$ cat src/rtl/imtf_pkg.sv
// imtf_pkg: constants and carrier types for the i2c master transaction flow
// assumes a 125 MHz system clock; the quarter cycle count is derived from it here
package imtf_pkg;

  ////////////////////////////////////////////////////////////////////////////
  // clock and bus timing
  localparam int unsigned CLK_PERIOD_NS = 8;                 // system clock period
  localparam int unsigned SCL_QTR_NS    = 32;                // least quarter of an scl period
  localparam int unsigned QTR_CYC       = (SCL_QTR_NS + CLK_PERIOD_NS - 1) / CLK_PERIOD_NS;
  localparam int unsigned DIV_W         = 3;                 // divider counter width
  localparam logic [DIV_W-1:0] DIV_RELOAD = DIV_W'(QTR_CYC - 1);

  ////////////////////////////////////////////////////////////////////////////
  // byte layout and reset values
  localparam int unsigned BYTE_W      = 8;                   // data width on the wire
  localparam int unsigned DIR_BIT     = 0;                   // direction bit of the address byte
  localparam int unsigned MSB_IDX     = 7;                   // first bit shifted out
  localparam int unsigned FIFO_DEPTH  = 4;                   // transmit buffer words
  localparam logic [2:0]  BIT_FIRST   = 3'h7;                // bit counter at byte start
  localparam logic [2:0]  BIT_LAST    = 3'h0;                // bit counter at byte end
  localparam logic [7:0]  BYTE_RST    = 8'h00;               // data registers after reset

  ////////////////////////////////////////////////////////////////////////////
  // quarter phases of one scl bit cell
  localparam logic [1:0] Q_SETUP = 2'h0;                     // scl low, sda settles
  localparam logic [1:0] Q_RISE  = 2'h1;                     // scl released, stretch wait
  localparam logic [1:0] Q_HIGH  = 2'h2;                     // scl high, sda sampled
  localparam logic [1:0] Q_FALL  = 2'h3;                     // scl low again

  // controller states, one-hot
  typedef enum logic [7:0] {
    IMTF_IDLE  = 8'h01,
    IMTF_START = 8'h02,
    IMTF_TX    = 8'h04,
    IMTF_TACK  = 8'h08,
    IMTF_RX    = 8'h10,
    IMTF_RACK  = 8'h20,
    IMTF_STOP  = 8'h40,
    IMTF_HOLD  = 8'h80
  } imtf_state_t;

  // software control bits
  typedef struct packed {
    logic startSet;     // one-cycle pulse: request start or repeated start
    logic stopSet;      // one-cycle pulse: request stop
    logic flush;        // one-cycle pulse: drop buffered transmit data
    logic nackRequest;  // level: answer received bytes with not-acknowledge
    logic txIrqEn;      // level: transmit_irq_enable
  } imtf_ctrl_t;

  // status bits seen by software
  typedef struct packed {
    logic busy;         // transaction in progress
    logic startPending; // start request not yet carried out
    logic stopPending;  // stop request not yet carried out
    logic ackStatus;    // last transmitted address or data byte was acknowledged
    logic nackFlag;     // not-acknowledge interrupt flag
  } imtf_stat_t;

endpackage : imtf_pkg

$ cat src/rtl/imtf_fifo.sv
// imtf_fifo: small synchronous fifo with valid/ready on both sides
// assumes both sides run on clk; flush empties it in one cycle
`timescale 1ns/1ps

module imtf_fifo
  import imtf_pkg::*;
#(
  parameter int unsigned WIDTH = 8,
  parameter int unsigned DEPTH = 4
) (
  input  wire logic             clk,      // system clock
  input  wire logic             rst_n,    // synchronous reset, active low
  input  wire logic             flush,    // drop all words
  input  wire logic [WIDTH-1:0] inData,   // word to store
  input  wire logic             inValid,  // inData offered
  output logic                  inReady,  // room for a word
  output logic [WIDTH-1:0]      outData,  // oldest word
  output logic                  outValid, // a word is stored
  input  wire logic             outReady  // consumer takes outData
);

  localparam int unsigned AW = $clog2(DEPTH);

  logic [WIDTH-1:0] mem [DEPTH];          // storage
  logic [AW-1:0]    wrPtr, next_wrPtr;    // write index
  logic [AW-1:0]    rdPtr, next_rdPtr;    // read index
  logic [AW:0]      count, next_count;    // words held
  logic             push, pop;            // accepted transfers

  ////////////////////////////////////////////////////////////////////////////
  // honest full and empty straight from the count
  assign inReady  = (count != (AW + 1)'(DEPTH));
  assign outValid = (count != '0);
  assign outData  = mem[rdPtr];
  assign push     = inValid && inReady;
  assign pop      = outValid && outReady;

  // pointer and count next values
  always_comb begin
    next_wrPtr = wrPtr;
    next_rdPtr = rdPtr;
    next_count = count;
    if (flush) begin
      next_wrPtr = '0;
      next_rdPtr = '0;
      next_count = '0;
    end else begin
      if (push) next_wrPtr = (wrPtr == AW'(DEPTH - 1)) ? '0 : wrPtr + 1'b1;
      if (pop)  next_rdPtr = (rdPtr == AW'(DEPTH - 1)) ? '0 : rdPtr + 1'b1;
      next_count = count + (AW + 1)'(push) - (AW + 1)'(pop);
    end
  end

  // register pointers
  always_ff @(posedge clk) begin
    if (!rst_n) begin
      wrPtr <= '0;
      rdPtr <= '0;
      count <= '0;
    end else begin
      wrPtr <= next_wrPtr;
      rdPtr <= next_rdPtr;
      count <= next_count;
    end
  end

  // storage write, no reset needed
  always_ff @(posedge clk) begin
    if (push && !flush) mem[wrPtr] <= inData;
  end

endmodule : imtf_fifo

$ cat src/rtl/imtf_master.sv
// imtf_master: i2c master byte sequencer with stop, repeated start and read start
// assumes open-drain pads outside; scl and sda pins arrive asynchronously
`timescale 1ns/1ps

////////////////////////////////////////////////////////////////////////////////
// How it works
// - slave pulls sda low: set ack status
// - missed acknowledge: set nack flag, clear ack
// - after nack and stop: drive stop, clear both
// - shift byte; transmit irq after first bit of a write
// - last byte always finishes despite posted request
// - pending request at answer suppresses nack flag
// - issue stop or restart, then clear request
// - nack request makes received byte get nack
module imtf_master
  import imtf_pkg::*;
(
  input  wire logic        clk,      // system clock, 125 MHz
  input  wire logic        rst_n,    // synchronous reset, active low
  input  wire imtf_ctrl_t  ctrl,     // software control bits
  output imtf_stat_t       stat,     // software status bits
  output logic             txIrq,    // transmit interrupt, level
  input  wire logic [7:0]  txData,   // byte for the data path
  input  wire logic        txValid,  // txData offered
  output logic             txReady,  // buffer has room
  output logic [7:0]       rxData,   // received byte
  output logic             rxValid,  // rxData new, one cycle
  input  wire logic        sclIn,    // scl pad level
  output logic             sclOut,   // scl drive value
  output logic             sclOe,    // scl driven low while high
  input  wire logic        sdaIn,    // sda pad level
  output logic             sdaOut,   // sda drive value
  output logic             sdaOe     // sda driven low while high
);

  ////////////////////////////////////////////////////////////////////////////
  // pin synchronisers: first stage only feeds the second
  logic sclMeta, sclSync, sdaMeta, sdaSync;
  always_ff @(posedge clk) begin
    if (!rst_n) begin
      sclMeta <= 1'b1;
      sclSync <= 1'b1;
      sdaMeta <= 1'b1;
      sdaSync <= 1'b1;
    end else begin
      sclMeta <= sclIn;
      sclSync <= sclMeta;
      sdaMeta <= sdaIn;
      sdaSync <= sdaMeta;
    end
  end

  ////////////////////////////////////////////////////////////////////////////
  // quarter-period enable divider
  logic [DIV_W-1:0] divCnt, next_divCnt;  // counts down to a tick
  logic             tick;                 // one-cycle quarter enable
  assign tick = (divCnt == '0);
  always_comb begin
    next_divCnt = tick ? DIV_RELOAD : divCnt - 1'b1;
  end
  always_ff @(posedge clk) begin
    if (!rst_n) divCnt <= DIV_RELOAD;
    else        divCnt <= next_divCnt;
  end

  ////////////////////////////////////////////////////////////////////////////
  // transmit buffer
  logic [7:0] fifoData;   // oldest buffered byte
  logic       fifoValid;  // a byte is waiting
  logic       fifoPop;    // byte taken into the shifter
  imtf_fifo #(.WIDTH(BYTE_W), .DEPTH(FIFO_DEPTH)) uFifo (
    .clk      (clk),
    .rst_n    (rst_n),
    .flush    (ctrl.flush),
    .inData   (txData),
    .inValid  (txValid),
    .inReady  (txReady),
    .outData  (fifoData),
    .outValid (fifoValid),
    .outReady (fifoPop)
  );

  ////////////////////////////////////////////////////////////////////////////
  // sequencer state
  imtf_state_t state, next_state;               // controller state
  logic [1:0]  q, next_q;                       // quarter of the bit cell
  logic [2:0]  bitCnt, next_bitCnt;             // bit being moved
  logic [7:0]  shiftReg, next_shiftReg;         // byte on the wire
  logic        sclLevel, next_sclLevel;         // scl released when high
  logic        sdaLevel, next_sdaLevel;         // sda released when high
  logic        ackStatus, next_ackStatus;       // acknowledge seen
  logic        nackFlag, next_nackFlag;         // not-acknowledge flag
  logic        startPend, next_startPend;       // start request held
  logic        stopPend, next_stopPend;         // stop request held
  logic        irqPend, next_irqPend;           // transmit interrupt source
  logic        isRead, next_isRead;             // direction of this transaction
  logic        isAddr, next_isAddr;             // shifting the address byte
  logic        needAddr, next_needAddr;         // start done, address not loaded
  logic        nakSend, next_nakSend;           // answer this byte with nack
  logic [7:0]  next_rxData;                     // received byte next
  logic        next_rxValid;                    // receive strobe next
  logic        step;                            // quarter advance
  logic        curBit;                          // bit now due on sda
  logic        sampleAck;                       // acknowledge sample point

  assign curBit    = shiftReg[bitCnt];
  // hold the rise quarter while a slave stretches scl low
  assign step      = tick && !(q == Q_RISE && !sclSync);
  assign sampleAck = (state == IMTF_TACK) && step && (q == Q_HIGH);

  // next values of the whole sequencer
  always_comb begin
    next_state    = state;
    next_q        = step ? q + 1'b1 : q;
    next_bitCnt   = bitCnt;
    next_shiftReg = shiftReg;
    next_sclLevel = sclLevel;
    next_sdaLevel = sdaLevel;
    next_ackStatus = ackStatus;
    next_nackFlag = nackFlag;
    next_startPend = startPend;
    next_stopPend = stopPend;
    next_irqPend  = irqPend && !txValid;  // a new byte answers the interrupt
    next_isRead   = isRead;
    next_isAddr   = isAddr;
    next_needAddr = needAddr;
    next_nakSend  = nakSend;
    next_rxData   = rxData;
    next_rxValid  = 1'b0;
    fifoPop       = 1'b0;
    // scl rises after setup and falls after the high quarter in bit cells
    if (step && (state == IMTF_TX || state == IMTF_TACK || state == IMTF_RX || state == IMTF_RACK ||
                 state == IMTF_START || state == IMTF_STOP)) begin
      if (q == Q_SETUP) next_sclLevel = 1'b1;
      if (q == Q_HIGH && state != IMTF_STOP && state != IMTF_START) next_sclLevel = 1'b0;
    end
    case (state)
      IMTF_IDLE: begin
        next_q = Q_SETUP;
        if (step && startPend) begin    // bus free, launch the start
          next_state    = IMTF_START;
          next_sdaLevel = 1'b1;
        end
      end
      IMTF_START: begin
        if (step && q == Q_HIGH) next_sdaLevel = 1'b0;
        if (step && q == Q_FALL) begin
          next_sclLevel  = 1'b0;
          next_startPend = 1'b0;
          next_needAddr  = 1'b1;
          next_state     = IMTF_HOLD;
        end
      end
      IMTF_TX: begin
        // the byte runs to its end whatever is posted meanwhile
        if (step && q == Q_FALL) begin
          if (bitCnt == MSB_IDX[2:0] && !isRead) next_irqPend = 1'b1;
          if (bitCnt == BIT_LAST) begin
            next_state    = IMTF_TACK;
            next_sdaLevel = 1'b1;
          end else begin
            next_bitCnt   = bitCnt - 1'b1;
            next_sdaLevel = shiftReg[bitCnt - 1'b1];
          end
        end
      end
      IMTF_TACK: begin
        if (sampleAck) begin
          next_ackStatus = !sdaSync;
          if (sdaSync && !stopPend && !startPend) next_nackFlag = 1'b1;
        end
        if (step && q == Q_FALL) begin
          next_isAddr = 1'b0;
          if (stopPend || startPend) begin
            next_state = IMTF_HOLD;
          end else if (ackStatus && isRead && isAddr) begin
            next_state  = IMTF_RX;
            next_bitCnt = BIT_FIRST;
          end else begin
            next_state = IMTF_HOLD;
          end
        end
      end
      IMTF_RX: begin
        if (step && q == Q_HIGH) next_shiftReg[bitCnt] = sdaSync;
        if (step && q == Q_FALL) begin
          if (bitCnt == BIT_LAST) begin
            next_state    = IMTF_RACK;
            next_nakSend  = ctrl.nackRequest;
            next_sdaLevel = ctrl.nackRequest;
            next_rxData   = shiftReg;
            next_rxValid  = 1'b1;
          end else begin
            next_bitCnt = bitCnt - 1'b1;
          end
        end
      end
      IMTF_RACK: begin
        if (step && q == Q_FALL) begin
          next_sdaLevel = 1'b1;
          next_bitCnt   = BIT_FIRST;
          next_state    = (nakSend || stopPend || startPend) ? IMTF_HOLD : IMTF_RX;
        end
      end
      IMTF_STOP: begin
        if (step && q == Q_HIGH) next_sdaLevel = 1'b1;
        if (step && q == Q_FALL) begin
          next_stopPend = 1'b0;
          next_nackFlag = 1'b0;
          next_isRead   = 1'b0;
          next_state    = IMTF_IDLE;
        end
      end
      IMTF_HOLD: begin
        // scl held low until software supplies a byte or a request
        next_q = Q_SETUP;
        if (step) begin
          if (needAddr && fifoValid) begin
            fifoPop       = 1'b1;
            next_needAddr = 1'b0;
            next_shiftReg = fifoData;
            next_isRead   = fifoData[DIR_BIT];
            next_isAddr   = 1'b1;
            next_bitCnt   = BIT_FIRST;
            next_sdaLevel = fifoData[MSB_IDX];
            next_state    = IMTF_TX;
          end else if (!needAddr && stopPend) begin
            next_sdaLevel = 1'b0;
            next_state    = IMTF_STOP;
          end else if (!needAddr && startPend) begin
            next_sdaLevel = 1'b1;
            next_state    = IMTF_START;
          end else if (!needAddr && !nackFlag && !isRead && fifoValid) begin
            fifoPop       = 1'b1;
            next_shiftReg = fifoData;
            next_bitCnt   = BIT_FIRST;
            next_sdaLevel = fifoData[MSB_IDX];
            next_state    = IMTF_TX;
          end
        end
      end
      default: begin
        next_state = IMTF_IDLE;
      end
    endcase
    // software requests: a new request wins over the clear
    if (ctrl.startSet) next_startPend = 1'b1;
    if (ctrl.stopSet)  next_stopPend  = 1'b1;
    // the first-bit set in the transmit branch already wins over a new byte's clear
  end

  // register the sequencer
  always_ff @(posedge clk) begin
    if (!rst_n) begin
      state     <= IMTF_IDLE;
      q         <= Q_SETUP;
      bitCnt    <= BIT_FIRST;
      shiftReg  <= BYTE_RST;
      sclLevel  <= 1'b1;
      sdaLevel  <= 1'b1;
      ackStatus <= 1'b0;
      nackFlag  <= 1'b0;
      startPend <= 1'b0;
      stopPend  <= 1'b0;
      irqPend   <= 1'b0;
      isRead    <= 1'b0;
      isAddr    <= 1'b0;
      needAddr  <= 1'b0;
      nakSend   <= 1'b0;
      rxData    <= BYTE_RST;
      rxValid   <= 1'b0;
    end else begin
      state     <= next_state;
      q         <= next_q;
      bitCnt    <= next_bitCnt;
      shiftReg  <= next_shiftReg;
      sclLevel  <= next_sclLevel;
      sdaLevel  <= next_sdaLevel;
      ackStatus <= next_ackStatus;
      nackFlag  <= next_nackFlag;
      startPend <= next_startPend;
      stopPend  <= next_stopPend;
      irqPend   <= next_irqPend;
      isRead    <= next_isRead;
      isAddr    <= next_isAddr;
      needAddr  <= next_needAddr;
      nakSend   <= next_nakSend;
      rxData    <= next_rxData;
      rxValid   <= next_rxValid;
    end
  end

  ////////////////////////////////////////////////////////////////////////////
  // outputs: open-drain pads only ever pull low
  assign sclOut = 1'b0;
  assign sdaOut = 1'b0;
  assign sclOe  = !sclLevel;
  assign sdaOe  = !sdaLevel;
  assign txIrq  = irqPend && ctrl.txIrqEn;  // gated by software enable
  assign stat   = '{busy: state != IMTF_IDLE, startPending: startPend, stopPending: stopPend,
                    ackStatus: ackStatus, nackFlag: nackFlag};
endmodule : imtf_master

$ cat config.mk
export PLATFORM = sky130hd
export DESIGN_NAME = imtf_master
export DESIGN_NICKNAME = d
export VERILOG_FILES = /design/src/rtl/imtf_pkg.sv /design/src/rtl/imtf_fifo.sv /design/src/rtl/imtf_master.sv
export SDC_FILE = /design/constraint.sdc
export NUM_CORES = 1
export LEC_CHECK = 0
export BUFFER_PORTS_ARGS = -buffer_cell sky130_fd_sc_hd__buf_2
export CAP_MARGIN = 20
export CORE_AREA = 2 2 109 111
export DETAILED_ROUTE_END_ITERATION = 10
export DIE_AREA = 0 0 111 113
export GPL_ROUTABILITY_DRIVEN = 0
export GPL_TIMING_DRIVEN = 0
export HOLD_SLACK_MARGIN = 0.05
export PLACE_DENSITY = 0.66
export RECOVER_POWER = 100
export SLEW_MARGIN = 20
export SYNTH_ARGS = -nofsm -noshare
export SYNTH_HDL_FRONTEND = slang
export SYNTH_HIERARCHICAL = 1
export SYNTH_SLANG_ARGS = --single-unit
$ cat constraint.sdc
create_clock -name clk -period 2.8 [get_ports clk]
set_clock_uncertainty 0.15 [all_clocks]
set_input_delay 0.56 -clock clk [delete_from_list [all_inputs] [get_ports clk]]
set_output_delay 0.56 -clock clk [all_outputs]
set_load 0.02 [all_outputs]
Word level (Yosys, flattened, before mapping)
Memories as Yosys holds them, arrays and structs flattened. A register that Yosys moved wholly into a read port is not among the register bits.
Cells that the tools add are included.
Storage, ports and cells
  register bits: 55
  bits in writable memories: 32
  input port bits: 18
  output and inout port bits: 20
  logic and storage cells: 252
  memories: 1
Memory list
  uFifo.mem: depth 4, width 8, read ports 1, clocked after Yosys merged registers in 1, write ports 1, line imtf_fifo.sv:24  | logic [WIDTH-1:0] mem [DEPTH];
Operators by class
  add/sub/neg operators: 7
  magnitude comparators: 3
  equality and inequality tests: 42
  muxes and demuxes: 94
  bitwise logic cells: 1
  reductions and logical operators: 79
Operator list (number)
  $mux 8: 23
  $pmux 8 s8: 1
  $mux 1: 45
  $mux 3: 11
  $ne 2x1->1 const B: 14
  $logic_and 1x1->1: 27
  $reduce_and 11->1: 2
  $reduce_bool 2->1: 9
  $pmux 8 s2: 1
  $reduce_and 4->1: 4
  $logic_not 1->1: 12
  $ne 2x2->1 const B: 6
  $ne 3x3->1 const B: 4
  $pmux 3 s4: 1
  $reduce_and 10->1: 1
  $bwmux 8: 1
  $eq 2x2->1 const B: 4
  $eq 8x1->1 const B: 1
  $eq 8x2->1 const B: 1
  $eq 8x3->1 const B: 1
  $eq 8x4->1 const B: 1
  $eq 8x5->1 const B: 1
  $eq 8x6->1 const B: 1
  $eq 8x7->1 const B: 1
  other kinds (30): 53

Depth between registers and ports, before layout
  depth after elaboration: 13
  depth in mapped cells: 16
  gate-level depth less buffers: 15

Hierarchy
Netlist, hierarchy kept.
By module, submodules not included
  imtf_master: times used 1, cells each 354, area each 2855.2 sq um, seq. area each 960.9 sq um
  imtf_fifo: times used 1, cells each 92, area each 1636.6 sq um, seq. area each 1141.1 sq um

Worst setup path before layout
Ideal clock, no wire load.
  kind: register -> register
  from: register state[1]
  to: register uFifo.count[2]
  setup time: 78 ps
  arrival: 2644 ps
  required time: 2572 ps
  setup slack: -72 ps
  cell stages (with the launch flop): 15
  path buffers: 1
  period minus slack after synthesis: 2872 ps
  cell sequence: dfxtp_1 > buf_2 > nor4_2 > nand4b_1 > nor2_1 > o31ai_1 > inv_1 > ha_1 > inv_1 > ha_1 > inv_1 > fa_1 > xor2_1 > and2_1 > nor3_1
Between the ends
  word-level cells in the longest chain between the ends: 4
RTL lines
  start: declaration: line imtf_master.sv:85  | imtf_state_t state, next_state;
  start signal: assignment: line imtf_master.sv:273  | state <= next_state;
  $eq 8x8->1: line imtf_master.sv:137  | case (state)
  $mux 1: line imtf_master.sv:137
  named net fifoPop: line imtf_master.sv:70  | logic fifoPop;
  $logic_and 1x1->1: line imtf_fifo.sv:36  | assign pop = outValid && outReady;
  $sub 3x1->3: line imtf_fifo.sv:50  | next_count = count + (AW + 1)'(push) - (AW + 1)'(pop);
  end signal: assignment: line imtf_fifo.sv:63  | count <= next_count;
  end: declaration: line imtf_fifo.sv:27  | logic [AW:0] count, next_count;
The timed path passes the listed nets, and every way through them passes these cells.
A chain may end at the register's enable or synchronous reset.

Final worst setup path
  from: register state[3]
  to: register state[6]
Between the ends
  word-level cells in the longest chain between the ends: 3
  elaborated cells between the ends (all ways): 21
  those cells by class: 19 x eq/ne; 1 x mux; 1 x reduce/logical
RTL lines (line)
  $eq 8x8->1 (tied with other cells): imtf_master.sv:137
  $ne 5x5->1 (no source line) (tied with other cells)
  $reduce_and 11->1 (no source line)
Several ways; a longest one is shown, not always the timed one.

==> impl_metrics.tcl <==
set metrics [dict create \
    critical_path_class "reg -> reg" \
    antenna_cells 0 \
    finalSetupViolCount 0 \
    r2r_setup_slack_ps 80 \
    clk_latency_ps 340 \
    numPortBuffers 35 \
    drtIter0Drc 235 \
    grt_pass1_wl_microns 17200 \
    met3_usage_pct 3.32 \
    cts_tree "yes" \
    yosysTopAreaCell "dfxtp_1" \
    dieArea_sq_mm 0.0125 \
    cts_sinks 89 \
    cp_max_fo 12 \
    cts_root_buffer "clkbuf_16" \
    numPlacedInstances 625 \
    clock.fmax_mhz 367 \
    crit_path_max_incr_delay_ps 700 \
    syn_avg_cell_area_sq_um 10.1 \
    hold_path_class "reg -> reg" \
    final.period_utilization_pct 97.3 \
    ir_drop_mv 0.352 \
    synth_area_leaders "dfxtp_1 (25%), edfxtp_1 (21%), mux4_2 (5.0%), ha_1 (4.5%), mux2i_1 (4.2%)" \
    path_delay_family "simple AND/OR/NAND/NOR gates" \
    yosys.cell_types.count 67 \
    netlist_instances 446 \
    worstPathArrival_ps 2790 \
    antenna_found_initial 0 \
    cts_max_level 3 \
    start_kind "flop" \
    r2r-end "state[6]$_SDFFE_PN0P_" \
    drc 0 \
    post-route-util_pct 47.4 \
    start_util_pct 39.8 \
    synth_top_area_share_pct 25.4 \
    timing.rr.start "state[3]$_SDFFE_PN0P_" \
    power.leakage_uw 0.00203 \
    min_to "divCnt[0]$_SDFF_PP1_" \
    use_met1_pct 22.2 \
    dp_hpwl_microns 7500 \
    io-pin-count 38 \
    ant_nets 0 \
    crit_chain "or4b_2, nor2_1, o21ai_0, and4_1, buf_4, mux2i_1, nor2_1" \
    dp_slack_ps -564 \
    finalHoldViolations 0 \
    ys_seq_area_share_pct 46.8 \
    grt_usage_pct 17.1 \
    drt-pass1-iter-count 5 \
    min_path_cells 1 \
    fin_cells 649 \
    layout_setup_ws_ps 76.7 \
    drive_gt1_share_pct 19.8 \
    hp-start "divCnt[0]$_SDFF_PP1_" \
    synth_area_sq_mm 0.00449 \
    fp.dieW_microns 111 \
    slew_headroom_pct 48.3 \
    synth_edf_count 32 \
    status "finished clean" \
    path_common_cell "nor2_1" \
    synthFlopType "dfxtp_1" \
    nets 536 \
    tightestPinTransition_ps 769 \
    gr-usage-met2_pct 27.9 \
    powerDensity_mw_per_mm2 591 \
    grt_pass1_vias 3473 \
    via_count 3642 \
    synthArstFlopShare_pct 0 \
    drt-total-wl_microns 10700 \
    crit_path_end_kind "flop" \
    yosysWarningCount 6 \
    routedWlPerCell_microns 16.5 \
    path_buf_inv 1 \
    cts_hold_buf 0 \
    crit_required_ps 2870 \
    cts_buffer_depth 2 \
    period_needed_ps 2720 \
    grt_start_max_net_pins 19 \
    area_growth_pct 18.8 \
    ys_seq_elements 89 \
    synthTopCellsByCount "dfxtp_1 (57), nor2_1 (47), edfxtp_1 (32), nand2_1 (28), a21oi_1 (22)" \
    crit_slowest_cell "or4b_2" \
    busiest_layer "met2" \
    design.core.area_sq_mm 0.0113 \
    overflow 0 \
    die_h_microns 113 \
    maxCapViolCount 0 \
    vias_per_cell 5.61 \
    r2r.worst_path.cells 7 \
    slew_viol_final 0 \
    clk_pin_slew_ps 70 \
    cts_inserted_buffers 9 \
    fp-row-count 39 \
    synthMostInstantiatedCell "dfxtp_1" \
]
[layer usage]
layer	share of wire, %	up-vias
li1	-	1726
met1	44	1723
met2	46	157
met3	6.4	36
met4	3.4	0
met5	0	-
[power by group]
| part | internal (uW) | leakage [uW] | switching, uW |
|---|---|---|---|
| Combinational | 232 | 0.00114 | 323 |
| Clock | 627 | 0.000138 | 563 |
| Sequential | 1370 | 0.000755 | 35.8 |
| Total | 2230 | 0.00203 | 922 |
[layout make-up]
class	instances	area, sq um
flip-flops and latches	89	2110
multi-input cells	302	2270
well taps	143	179
plain buffers	29	163
inverters	22	82.6
clock buffers	9	225
fillers	1042	5930
clock inverters	7	66.3
repair buffers	48	244
[what timing repair did]
action,4_1_cts,5_1_grt
pin swaps,3,3
setup buffers,7,6
gates cloned,0,0
setup endpoints to repair,2,2
gates resized for setup,17,11
[how the worst max path moves through the flow]
stage,depth (start not counted),slack (ps),endpoint,start
6_report,7,80,state[6]$_SDFFE_PN0P_,state[3]$_SDFFE_PN0P_
5_1_grt,14,-6,uFifo/count[2]$_SDFF_PP0_,state[6]$_SDFFE_PN0P_
2_1_floorplan,14,30,uFifo/count[2]$_SDFF_PP0_,state[6]$_SDFFE_PN0P_
4_1_cts,14,-10,uFifo/count[2]$_SDFF_PP0_,state[1]$_SDFFE_PN0P_
3_3_place_gp,14,-490,uFifo/count[2]$_SDFF_PP0_,state[4]$_SDFFE_PN0P_
3_5_place_dp,14,-560,uFifo/count[2]$_SDFF_PP0_,state[4]$_SDFFE_PN0P_
[cell families (layout without fill, tap and decap cells)]
kind of cell	Yosys count	after routing	share of synthesized area, %
compound gates	86	86	12.7
xor+xnor	6	6	1.17
fa+ha+maj	17	17	4.90
buf+inv	56	115	5.51
flops	89	89	46.8
mux	30	30	9.50
other cells	1	2	0.0835
simple gates	161	161	19.3
[registers in the layout (all words and copies together), names as in the netlist, 2 cells and up, named ones only]
name and cells:
state 8, bitCnt 3, uFifo/mem 32, q 2
uFifo/rdPtr 2, uFifo/count 3, uFifo/wrPtr 2, rxData 8
shiftReg 8, divCnt 3
[placed cells by master (no fill, tap or decap), types with 3 or more instances in the layout]
cell and n:
o311ai_0 3, clkbuf_16 9, dfxtp_1 53, edfxtp_1 32, nand2b_1 13, nor3_1 4
inv_2 3, dfxtp_2 4, xnor2_1 4, ha_1 13, buf_4 16, clkbuf_1 36
or2_2 3, nor2_1 46, inv_1 18, a21o_1 3, mux4_2 10, a21oi_1 22
a211oi_1 10, nor2b_1 3, mux2i_1 19, clkbuf_4 5, inv_8 3, o211ai_1 4
or3_1 4, and3_1 3, buf_2 15, nor3b_2 4, o21ai_0 20, nand2_1 29
nand3_1 15, ha_4 3, and2_1 5, nor4_1 6, nand4_1 4, a31oi_1 3
[metrics by stage]
step,hold WS [ps],instance area (sq um),total power [uW],setup TNS (ps)
6_report,237,5340,3160,0
4_1_cts,244,5290,3150,-14.4
3_5_place_dp,228,4900,1940,-941
5_1_grt,252,5340,3260,-5.72
3_3_place_gp,217,4880,1920,-826
2_1_floorplan,208,4530,1800,0
Note: power is estimated with default switching activity, not from simulation.
